[src/btx_pkg.sv]
// constants shared by the bit-test-skip and bit-toggle execution unit
// assumes one mclk_i edge per q phase, four phases per instruction cycle
package btx_pkg;
    // -----------------------------------------------------------------
    // instruction word layout
    // -----------------------------------------------------------------
    localparam int INSTR_W = 16;
    localparam int OPC_HI = 15;
    localparam int OPC_LO = 12;
    localparam int BIT_HI = 11;
    localparam int BIT_LO = 9;
    localparam int ASEL_POS = 8;
    localparam int FILE_HI = 7;
    localparam int FILE_LO = 0;
    localparam logic [3:0] OPC_SKIP_IF_BIT_SET = 4'ha;
    localparam logic [3:0] OPC_TOGGLE_BIT = 4'h7;

    // -----------------------------------------------------------------
    // data memory addressing
    // -----------------------------------------------------------------
    localparam int DADDR_W = 12;
    localparam int BANK_W = 4;
    localparam logic [7:0] INDEXED_LIMIT = 8'h5f;
    localparam logic [3:0] ACCESS_LOW_BANK = 4'h0;
    localparam logic [3:0] ACCESS_HIGH_BANK = 4'hf;

    // -----------------------------------------------------------------
    // q phases and filler cycles
    // -----------------------------------------------------------------
    localparam logic [1:0] Q1 = 2'h0;
    localparam logic [1:0] Q2 = 2'h1;
    localparam logic [1:0] Q3 = 2'h2;
    localparam logic [1:0] Q4 = 2'h3;
    localparam logic [1:0] FILL_ONE_WORD = 2'h1;
    localparam logic [1:0] FILL_TWO_WORD = 2'h2;

    typedef enum logic [3:0] {
        BTX_IDLE = 4'h1,
        BTX_SKIPSET = 4'h2,
        BTX_TOGGLE = 4'h4,
        BTX_FILL = 4'h8
    } btx_state_t;
endpackage

[src/btx_exec.sv]
// execution unit for the skip-if-bit-set and bit-toggle instructions
// assumes data memory answers a q2 read strobe with data valid during q3,
// and that the fetch unit flags whether the prefetched word is two-word
//
// Contract
// RL1 - skip-if-set reads the register; selected bit one skips the next instruction
// RL2 - taken skip discards prefetched word, runs a no-operation cycle instead
// RL3 - skipping a two-word instruction makes the whole thing three cycles
// RL4 - every filler cycle does nothing in all four phases
// RL5 - access select zero uses access bank, one uses bank select register
// RL6 - access zero with extended set uses indexed offset for file up to 95
// RL7 - toggle inverts only the selected bit of the addressed byte
// RL8 - toggle is one cycle, writes back in q4, touches no flags
module btx_exec
    import btx_pkg::*;
(
    input wire logic mclk_i,
    input wire logic rst_n_i,
    input wire logic [INSTR_W-1:0] instr_i,
    input wire logic instr_valid_i,
    input wire logic next_two_word_i,
    input wire logic ext_set_en_i,
    input wire logic [BANK_W-1:0] bank_select_reg_i,
    input wire logic [DADDR_W-1:0] index_base_i,
    input wire logic [7:0] dm_rdata_i,
    output logic instr_take_o,
    output logic [1:0] q_phase_o,
    output logic [DADDR_W-1:0] dm_addr_o,
    output logic dm_rd_o,
    output logic dm_we_o,
    output logic [7:0] dm_wdata_o,
    output logic skip_o,
    output logic flush_o,
    output logic nop_cycle_o
);
    btx_state_t state_r;
    btx_state_t state_nxt;
    btx_state_t state_dec;
    logic [1:0] q_r;
    logic [1:0] fill_left_r;
    logic [2:0] bit_sel_r;
    logic [DADDR_W-1:0] addr_r;
    logic [DADDR_W-1:0] addr_nxt;
    logic [7:0] wdata_r;
    logic bit_val_r;
    logic rd_bit;
    logic take_skip;
    logic fill_more;
    logic [3:0] opc;
    logic [7:0] fsel;

    assign opc = instr_i[OPC_HI:OPC_LO];
    assign fsel = instr_i[FILE_HI:FILE_LO];
    assign rd_bit = dm_rdata_i[bit_sel_r];

    // -----------------------------------------------------------------
    // q phase counter
    // -----------------------------------------------------------------
    always_ff @(posedge mclk_i) begin
        if (!rst_n_i) begin
            q_r <= Q1;
        end else begin
            q_r <= q_r + 2'h1;
        end
    end
    assign q_phase_o = q_r;

    // -----------------------------------------------------------------
    // sequencing
    // -----------------------------------------------------------------
    assign take_skip = (state_r == BTX_SKIPSET) && (q_r == Q4) && bit_val_r; // [RL1]
    assign fill_more = (state_r == BTX_FILL) && (fill_left_r > FILL_ONE_WORD);
    // no new word is taken while filler cycles are still owed
    assign instr_take_o = (q_r == Q4) && !take_skip && !fill_more;

    // word offered in q4; unknown opcodes run as an idle cycle
    always_comb begin
        state_dec = BTX_IDLE;
        if (instr_valid_i && opc == OPC_SKIP_IF_BIT_SET) begin
            state_dec = BTX_SKIPSET;
        end else if (instr_valid_i && opc == OPC_TOGGLE_BIT) begin
            state_dec = BTX_TOGGLE;
        end
    end

    always_comb begin
        state_nxt = state_r;
        case (state_r)
            BTX_SKIPSET: begin
                if (take_skip) begin
                    state_nxt = BTX_FILL; // [RL2]
                end else if (q_r == Q4) begin
                    state_nxt = state_dec;
                end
            end
            BTX_FILL: begin
                // a discarded two-word instruction keeps us here a second cycle
                if (q_r == Q4) begin
                    state_nxt = fill_more ? BTX_FILL : state_dec; // [RL3]
                end
            end
            default: begin
                if (q_r == Q4) begin
                    state_nxt = state_dec;
                end
            end
        endcase
    end

    always_ff @(posedge mclk_i) begin
        if (!rst_n_i) begin
            state_r <= BTX_IDLE;
        end else begin
            state_r <= state_nxt;
        end
    end

    // two filler cycles when the discarded word is the first of a pair
    always_ff @(posedge mclk_i) begin
        if (!rst_n_i) begin
            fill_left_r <= 2'h0;
        end else if (take_skip) begin
            fill_left_r <= next_two_word_i ? FILL_TWO_WORD : FILL_ONE_WORD; // [RL3]
        end else if ((state_r == BTX_FILL) && (q_r == Q4)) begin
            fill_left_r <= fill_left_r - 2'h1;
        end
    end

    // -----------------------------------------------------------------
    // operand address, formed when the word is taken
    // -----------------------------------------------------------------
    always_comb begin
        if (instr_i[ASEL_POS]) begin
            addr_nxt = {bank_select_reg_i, fsel}; // [RL5]
        end else if (ext_set_en_i && fsel <= INDEXED_LIMIT) begin
            addr_nxt = index_base_i + {4'h0, fsel}; // [RL6]
        end else if (fsel <= INDEXED_LIMIT) begin
            addr_nxt = {ACCESS_LOW_BANK, fsel}; // [RL5]
        end else begin
            addr_nxt = {ACCESS_HIGH_BANK, fsel}; // [RL5]
        end
    end

    always_ff @(posedge mclk_i) begin
        if (!rst_n_i) begin
            addr_r <= '0;
            bit_sel_r <= 3'h0;
        end else if (instr_take_o && instr_valid_i) begin
            addr_r <= addr_nxt;
            bit_sel_r <= instr_i[BIT_HI:BIT_LO];
        end
    end
    assign dm_addr_o = addr_r;

    // -----------------------------------------------------------------
    // read, process, write back
    // -----------------------------------------------------------------
    // filler cycles never strobe memory
    assign dm_rd_o = (q_r == Q2) && (state_r == BTX_SKIPSET || state_r == BTX_TOGGLE); // [RL4]

    always_ff @(posedge mclk_i) begin
        if (!rst_n_i) begin
            bit_val_r <= 1'b0;
            wdata_r <= 8'h00;
        end else if (q_r == Q3) begin
            bit_val_r <= rd_bit; // [RL1]
            wdata_r <= dm_rdata_i ^ (8'h01 << bit_sel_r); // [RL7]
        end
    end
    assign dm_wdata_o = wdata_r;
    assign dm_we_o = (state_r == BTX_TOGGLE) && (q_r == Q4); // [RL8]

    assign skip_o = take_skip;
    assign flush_o = take_skip;
    assign nop_cycle_o = (state_r == BTX_FILL); // [RL4]

    // -----------------------------------------------------------------
    // checks
    // -----------------------------------------------------------------
    a_skip_cause: assert property (@(posedge mclk_i) disable iff (!rst_n_i) // [RL1]
        (state_r == BTX_SKIPSET && q_r == Q4) |-> (skip_o == $past(rd_bit)))
        else $error("skip does not follow the tested bit");

    a_skip_one_fill: assert property (@(posedge mclk_i) disable iff (!rst_n_i) // [RL2]
        (skip_o && !next_two_word_i) |=> nop_cycle_o[*4] ##1 !nop_cycle_o)
        else $error("single skip does not give exactly one filler cycle");

    a_skip_two_fill: assert property (@(posedge mclk_i) disable iff (!rst_n_i) // [RL3]
        (skip_o && next_two_word_i) |=> nop_cycle_o[*8] ##1 !nop_cycle_o)
        else $error("two-word skip does not give exactly two filler cycles");

    a_fill_quiet: assert property (@(posedge mclk_i) disable iff (!rst_n_i) // [RL4]
        nop_cycle_o |-> (!dm_rd_o && !dm_we_o && !instr_take_o == (q_r != Q4 || fill_more)))
        else $error("filler cycle performed an operation");

    a_bank_addr: assert property (@(posedge mclk_i) disable iff (!rst_n_i) // [RL5]
        (instr_take_o && instr_valid_i && instr_i[ASEL_POS])
        |=> dm_addr_o == {$past(bank_select_reg_i), $past(fsel)})
        else $error("bank selected address wrong");

    a_indexed_addr: assert property (@(posedge mclk_i) disable iff (!rst_n_i) // [RL6]
        (instr_take_o && instr_valid_i && !instr_i[ASEL_POS] && ext_set_en_i
            && fsel <= INDEXED_LIMIT)
        |=> dm_addr_o == $past(index_base_i) + {4'h0, $past(fsel)})
        else $error("indexed literal offset address wrong");

    a_toggle_data: assert property (@(posedge mclk_i) disable iff (!rst_n_i) // [RL7]
        dm_we_o |-> (dm_wdata_o ^ $past(dm_rdata_i)) == (8'h01 << bit_sel_r))
        else $error("toggle changed the wrong bits");

    a_toggle_cycle: assert property (@(posedge mclk_i) disable iff (!rst_n_i) // [RL8]
        (state_r == BTX_TOGGLE && q_r == Q1) |-> !dm_we_o ##1 dm_rd_o ##2 dm_we_o
        ##1 !nop_cycle_o)
        else $error("toggle did not write back in q4 of one cycle");

    a_skip_read_only: assert property (@(posedge mclk_i) disable iff (!rst_n_i) // [RL1]
        (state_r == BTX_SKIPSET) |-> !dm_we_o)
        else $error("skip-if-set wrote data memory");

    a_skip_flush: assert property (@(posedge mclk_i) disable iff (!rst_n_i) // [RL2]
        skip_o |-> (flush_o && !instr_take_o))
        else $error("taken skip kept the prefetched word");

    a_toggle_take: assert property (@(posedge mclk_i) disable iff (!rst_n_i) // [RL8]
        dm_we_o |-> instr_take_o)
        else $error("toggle did not finish within one cycle");
endmodule

[config.mk]
export PLATFORM = sky130hd
export DESIGN_NAME = btx_exec
export DESIGN_NICKNAME = d
export VERILOG_FILES = /design/src/btx_pkg.sv /design/src/btx_exec.sv
export SDC_FILE = /design/constraint.sdc
export NUM_CORES = 1
export LEC_CHECK = 0
export ABC_CLOCK_PERIOD_IN_PS = 1900
export BUFFER_PORTS_ARGS = -buffer_cell sky130_fd_sc_hd__buf_2
export CORE_MARGIN = 3
export CORE_UTILIZATION = 45
export DETAILED_ROUTE_END_ITERATION = 7
export HOLD_SLACK_MARGIN = 0.12
export PLACE_DENSITY = 0.82
export SLEW_MARGIN = 20
export SYNTH_ARGS = -nofsm -noshare
export SYNTH_HDL_FRONTEND = slang
export SYNTH_SLANG_ARGS = --single-unit
export TNS_END_PERCENT = 100
[constraint.sdc]
create_clock -name mclk_i -period 1.9 [get_ports mclk_i]
set_clock_uncertainty 0.05 [all_clocks]
set_input_delay 0.285 -clock mclk_i [delete_from_list [all_inputs] [get_ports mclk_i]]
set_output_delay 0.285 -clock mclk_i [all_outputs]
set_load 0.01 [all_outputs]
* Word level (Yosys, flattened, before mapping)
Cells that the tools add are included.
** Word-level totals
- Register bits after elaboration :: 32
- Input bits :: 45
- Output and inout bits :: 28
- Word-level logic and storage cells :: 55
** Operators by class
- $add $sub $neg :: 3
- $lt $le $gt $ge :: 3
- Equal/unequal tests :: 9
- Shift-type cells :: 1
- Mux-type cells :: 15
- Bitwise logic cells :: 1
- Reductions and logical operators :: 16
** Operators by type and width (count)
- $mux W12 :: 3
- $mux W4 :: 4
- $add A12 B8 Y12 :: 1
- $logic_and A1 B1 Y1 :: 12
- $eq A4 B3 Y1 const B :: 2
- $eq A4 B4 Y1 const B :: 2
- $le A8 B7 Y1 const B :: 1
- $pmux W4 S2 :: 1
- $shl A1 B3 Y8 const A :: 1
- $xor A8 B8 Y8 :: 1
- $mux W2 :: 3
- $mux W3 :: 2
- $eq A2 B2 Y1 const B :: 2
- $eq A4 B2 Y1 const B :: 1
- $lt A3 B4 Y1 const B :: 1
- $bmux W1 S3 :: 1
- $add A2 B1 Y2 const B :: 1
- $eq A2 B1 Y1 const B :: 1
- $gt A2 B1 Y1 const B :: 1
- $logic_not A1 Y1 :: 2
- $ne A2 B1 Y1 const B :: 1
- $reduce_bool A2 Y1 :: 1
- $sub A2 B1 Y2 const B :: 1
- $logic_or A1 B1 Y1 :: 1
- $mux W1 :: 1

* Longest topological paths before layout
- Depth in word-level cells :: 7
- Mapped depth :: 8
- Mapped depth without buffers :: 8

* Worst setup path after synthesis
No wires, ideal clock.
- Kind :: flip-flop to flip-flop
- Start point :: register state_r[2]
- End point :: register addr_r[1], in the netlist dm_addr_o[1]
- Library setup time :: 0.116 ns
- Arrival time :: 1.824 ns
- Data required time :: 1.734 ns
- Setup slack :: -0.090 ns
- Stages on the path, launching flop included :: 7
- Buffers on the path :: 2
- Period minus slack after synthesis :: 1.990 ns
- Cells stage by stage :: dfxtp_1 > or4b_4 > or3_4 > and3b_1 > buf_6 > buf_6 > o211a_1
** On the way
- Cells in the longest elaborated chain, start to end :: 7
- Elaborated cells between the ends (all ways) :: 10
- Classes of those cells :: eq/ne (2); reduce/logical (8)
** Ends and longest elaborated chain
- start: declaration :: RTL line btx_exec.sv:36 : btx_state_t state_r;
- start signal: assignment :: RTL line btx_exec.sv:114 : state_r <= state_nxt;
- $eq A4 B2 Y1 :: RTL line btx_exec.sv:71 : assign take_skip = (state_r == BTX_SKIPSET) && (q_r == Q4) && bit_val_r;
- $logic_and A1 B1 Y1 (2 in series) :: RTL line btx_exec.sv:71
- $logic_not A1 Y1 :: RTL line btx_exec.sv:74 : assign instr_take_o = (q_r == Q4) && !take_skip && !fill_more;
- $logic_and A1 B1 Y1 :: RTL line btx_exec.sv:74
- $logic_and A1 B1 Y1 (*) :: RTL line btx_exec.sv:74
- $logic_and A1 B1 Y1 (*) :: RTL line btx_exec.sv:148 : end else if (instr_take_o && instr_valid_i) begin
- end signal: assignment :: RTL line btx_exec.sv:149 : addr_r <= addr_nxt;
- end: declaration :: RTL line btx_exec.sv:42 : logic [DADDR_W-1:0] addr_r;
Mark *: on every way between the ends. The rest lies on a longest branch, timed or not.
A chain may end at the register's enable or synchronous reset.

* Worst setup path in the final report
- Start point :: register state_r[0]
- End point :: output port instr_take_o
** On the way
- Cells in the longest elaborated chain, start to end :: 6
- Elaborated cells between the ends (all ways) :: 9
- Classes of those cells :: eq/ne (2); reduce/logical (7)
** Ends and longest elaborated chain
- $eq A4 B2 Y1 :: RTL line btx_exec.sv:71
- $logic_and A1 B1 Y1 (2 in series) :: RTL line btx_exec.sv:71
- $logic_not A1 Y1 :: RTL line btx_exec.sv:74
- $logic_and A1 B1 Y1 :: RTL line btx_exec.sv:74
- $logic_and A1 B1 Y1 (*) :: RTL line btx_exec.sv:74
- end: declaration :: RTL line btx_exec.sv:26 : output logic instr_take_o,
Marked as above.

==> summary.txt <==
STA
  • Final setup vio count: 18
  • Pins over their slew limit: 0
  • Slew @ Worst Pin: 0.6565 ns
  • Final setup margin: -0.1745 ns
  • RSZ-0062 raised after global routing: yes
  • Fmax: 0.4820 GHz
  • Fin crit share: 1.092
  • Final min period: 2.075 ns
  • Rel. slew slack: 0.5619
  • Final hold vios: 0

Yosys
  • #FFs+latches synth: 32
  • Main synth FF type: dfxtp_1
  • Post-synthesis async set-or-reset flop share: 0
  • Number of synthesized flops with an enable pin: 0
  • Top cells by area, synth: dfxtp_1 (31%), ha_1 (7.2%), nor2_1 (5.0%)
  • Yosys cell types: 50
  • Yosys warnings: 0
  • Sequential area share after synthesis: 0.3077
  • Synth top area share: 0.3077
  • Post-synthesis cell count: 260
  • Cell taking the most area after synthesis: dfxtp_1
  • Syn Area/Cell: 8.008 sq um
  • Mapped cell area: 0.002082 sq mm
  • Syn_nets: 318

Worst setup path
  • Worst Path Buf+Inv: 2
  • WP data required: 1.56 ns
  • Critical Path Sink Type: primary output
  • Crit path max-delay family: simple AND/OR/NAND/NOR gates
  • Worst stage delay on the critical path: 0.53 ns
  • Crit path cell chain: or4b_4, or3_4, nand3_2, inv_2, buf_6
  • Slowest CP cell: or4b_4
  • Critical path type: reg -> out
  • Critical path depth in cells: 5
  • Crit path launch type: flop
  • Max FO, Critical Path: 3
  • Crit path DAT: 1.74 ns
  • R2R depth: 5

Pwr
  • Largest vdd supply drop: 341.8 uV
  • Static Leak: 1.331 nW
  • Internal power: 1.203 mW
  • Sw Pwr: 484.6 uW
  • Clock share of power: 0.317
  • Total power: 1.687 mW
  • Combinational share of power: 0.250
  • Sequential fraction of design power: 0.433
  • PwrDens: 566.7 mW/mm^2
  • Switching Share: 0.2871

Place
  • Port buffer count: 72
  • Routability Congestion: 0.8608
  • HPWL after DPL: 4.234 mm

Die
  • Initial Utilization: 0.4717
  • Die area: 0.005479 sq mm
  • Die Ht: 74.02 microns
  • I/O pin count: 73
  • Core box area: 0.004414 sq mm
  • Cell row count: 24
  • DIE WIDTH: 74.02 microns

Cells and area
  • # diodes: 0
  • Layout cells sized above 1: 0.4067
  • Filler cells: 358
  • Synth-to-layout area growth: 43.03%
  • Util after Layout: 0.6746
  • Multi-input combinational cell area: 0.001414 sq mm
  • Register area: 644.4 sq um
  • Nets@finish: 416

CTS
  • Clk buf depth: 2
  • Clock-pin transition on the worst setup and hold timing paths: 0.06 ns
  • TritonCTS clock tree: built
  • H-tree depth: 2
  • Root buffer cell: clkbuf_8
  • Total CTS buffers: 5
  • Hold_buf cts: 0
  • Clk sink count: 32
  • Skew-Pair Late Insertion Delay: 0.28 ns

GRT
  • Vias in the first global route: 2,092
  • Global-route wire length before repair: 8.866 mm
  • GRT Overall Usage: 0.2049
  • Initial antenna violation count: 0
  • Largest net degree at the start of global routing: 21
  • GR Overflow Total: 0

Route
  • Post-route ant nets: 0
  • Via count: 2,299
  • Drt via density: 5.594
  • Detailed Route Iter0 Violations: 85
  • TritonRoute pass-1 iters: 5
  • Wire per inst: 14.27 microns
  • DRC viols: 0
  • Routed WL: 5.865 mm

Min path
  • Worst Hold Depth: 3
  • HP Class: in -> reg

Run
  • Max cap viols: 0

Status
  • Status: finished, violations left
  • Violated checks: setup timing
[repair_timing]
item	CTS	global route
buffers inserted	4	1
gates resized for setup	27	12
pin swaps	2	7
setup endpoints to repair	18	20
cloned	2	1
[worst register-to-register path, stage by stage, from the launching register on]
cell,delay (ns)
dfxtp_2,0.32
or4b_4,0.53
or3_4,0.35
and3b_2,0.28
buf_4,0.16
o221a_2,0.25
[layout make-up]
class / instances / area share
flip-flops and latches: 32 / 0.2164
well taps: 52 / 0.02185
clock buffers: 8 / 0.03025
inverters: 14 / 0.01765
multi-input cells: 197 / 0.4748
repair buffers: 108 / 0.2391
[registers in the layout, indices dropped and copies added (netlist names)]
name         count
bit_sel_r        3
state_r          4
q_phase_o        2
bit_val_r        1
fill_left_r      2
dm_addr_o       12
dm_wdata_o       8
[cell usage after synthesis (2+ instances only)]
master and count:
or3_1 4, buf_6 3, o21ai_1 5, clkbuf_1 12, a311oi_2 2, nand2_1 24, a211oi_1 10, a21oi_1 17
nor2_1 28, xnor2_1 6, o31ai_1 3, ha_1 12, xor2_1 4, o22ai_1 2, o211a_1 2, a221oi_1 3
a31oi_1 7, nor4_1 3, nand3b_1 3, nand3_1 11, mux2i_1 7, a21o_1 2, o21ai_0 16, inv_1 14
and3_1 3, dfxtp_1 32, and3b_1 2
[final timing paths]
path                 from            end  slack (ns)
max reg2reg    state_r[0]  dm_addr_o[11]       -0.15
min reg2reg  q_phase_o[0]   q_phase_o[0]        0.43
max            state_r[0]   instr_take_o       -0.17
min           instr_i[10]   bit_sel_r[1]        0.19
[power groups by stage]
stage	Combinational [mW]	Sequential [mW]	Clock [mW]
after floorplan	0.203	0.753	0
after global placement	0.381	0.742	0
after detailed placement	0.391	0.743	0
after CTS	0.410	0.730	0.540
after global routing	0.463	0.735	0.569
final	0.422	0.731	0.534
[metrics by stage]
step | worst slack, ns | std cells | setup TNS [ns] | area [sq um] | hold WS (ns)
after floorplan | -0.07525 | 260 | -0.7794 | 2097 | 0.3730
after global placement | -0.06344 | 395 | -0.4314 | 2651 | 0.4107
after detailed placement | -0.09287 | 395 | -0.9469 | 2651 | 0.4138
after CTS | -0.1822 | 409 | -2.037 | 2909 | 0.1810
after global routing | -0.2292 | 411 | -2.903 | 2978 | 0.2039
final | -0.1745 | 411 | -1.905 | 2978 | 0.1893
[cell usage in the layout, fill, tap and decap left out, types with 2 or more instances in the layout]
cell	synthesis	routed
buf_2	0	69
dfxtp_1	32	29
buf_4	1	29
nor2_1	28	25
nand2_1	24	23
a21oi_1	17	16
inv_1	14	13
o21ai_0	16	13
ha_1	12	11
nand3_1	11	10
a211oi_1	10	10
mux2i_1	7	7
buf_6	3	7
xnor2_1	6	6
a31oi_1	7	6
o21ai_2	0	6
clkbuf_8	0	6
or3_1	4	4
xor2_1	4	4
nor2_4	0	3
nor4_1	3	3
nand3b_1	3	3
o31ai_1	3	3
and3_1	3	3
dfxtp_2	0	3
o211a_1	2	2
a21o_1	2	2
o21ai_4	0	2
a221oi_1	3	2
o22ai_1	2	2
a311oi_2	2	2
clkbuf_1	12	2
clkbuf_16	0	2
[layer usage]
layer | wire length (microns) | up-vias | GRT usage
met5 | 0 | - | 0
met4 | 219 | 0 | 0.1087
li1 | - | 1137 | -
met2 | 2890 | 92 | 0.3524
met1 | 2379 | 1046 | 0.2417
met3 | 375 | 24 | 0.03649
[cell families (layout without fill, tap and decap cells)]
family | after synthesis | in the layout | synth area share
AO/OA/AOI/OAI | 77 | 77 | 0.2458
AND/OR/NAND/NOR | 90 | 90 | 0.2188
buffers and inverters | 31 | 130 | 0.07031
multiplexers | 7 | 7 | 0.03366
adder cells (fa/ha/maj) | 13 | 13 | 0.08173
flip-flops | 32 | 32 | 0.3077
XOR/XNOR | 10 | 10 | 0.04207
(Power assumes the default switching activity.)
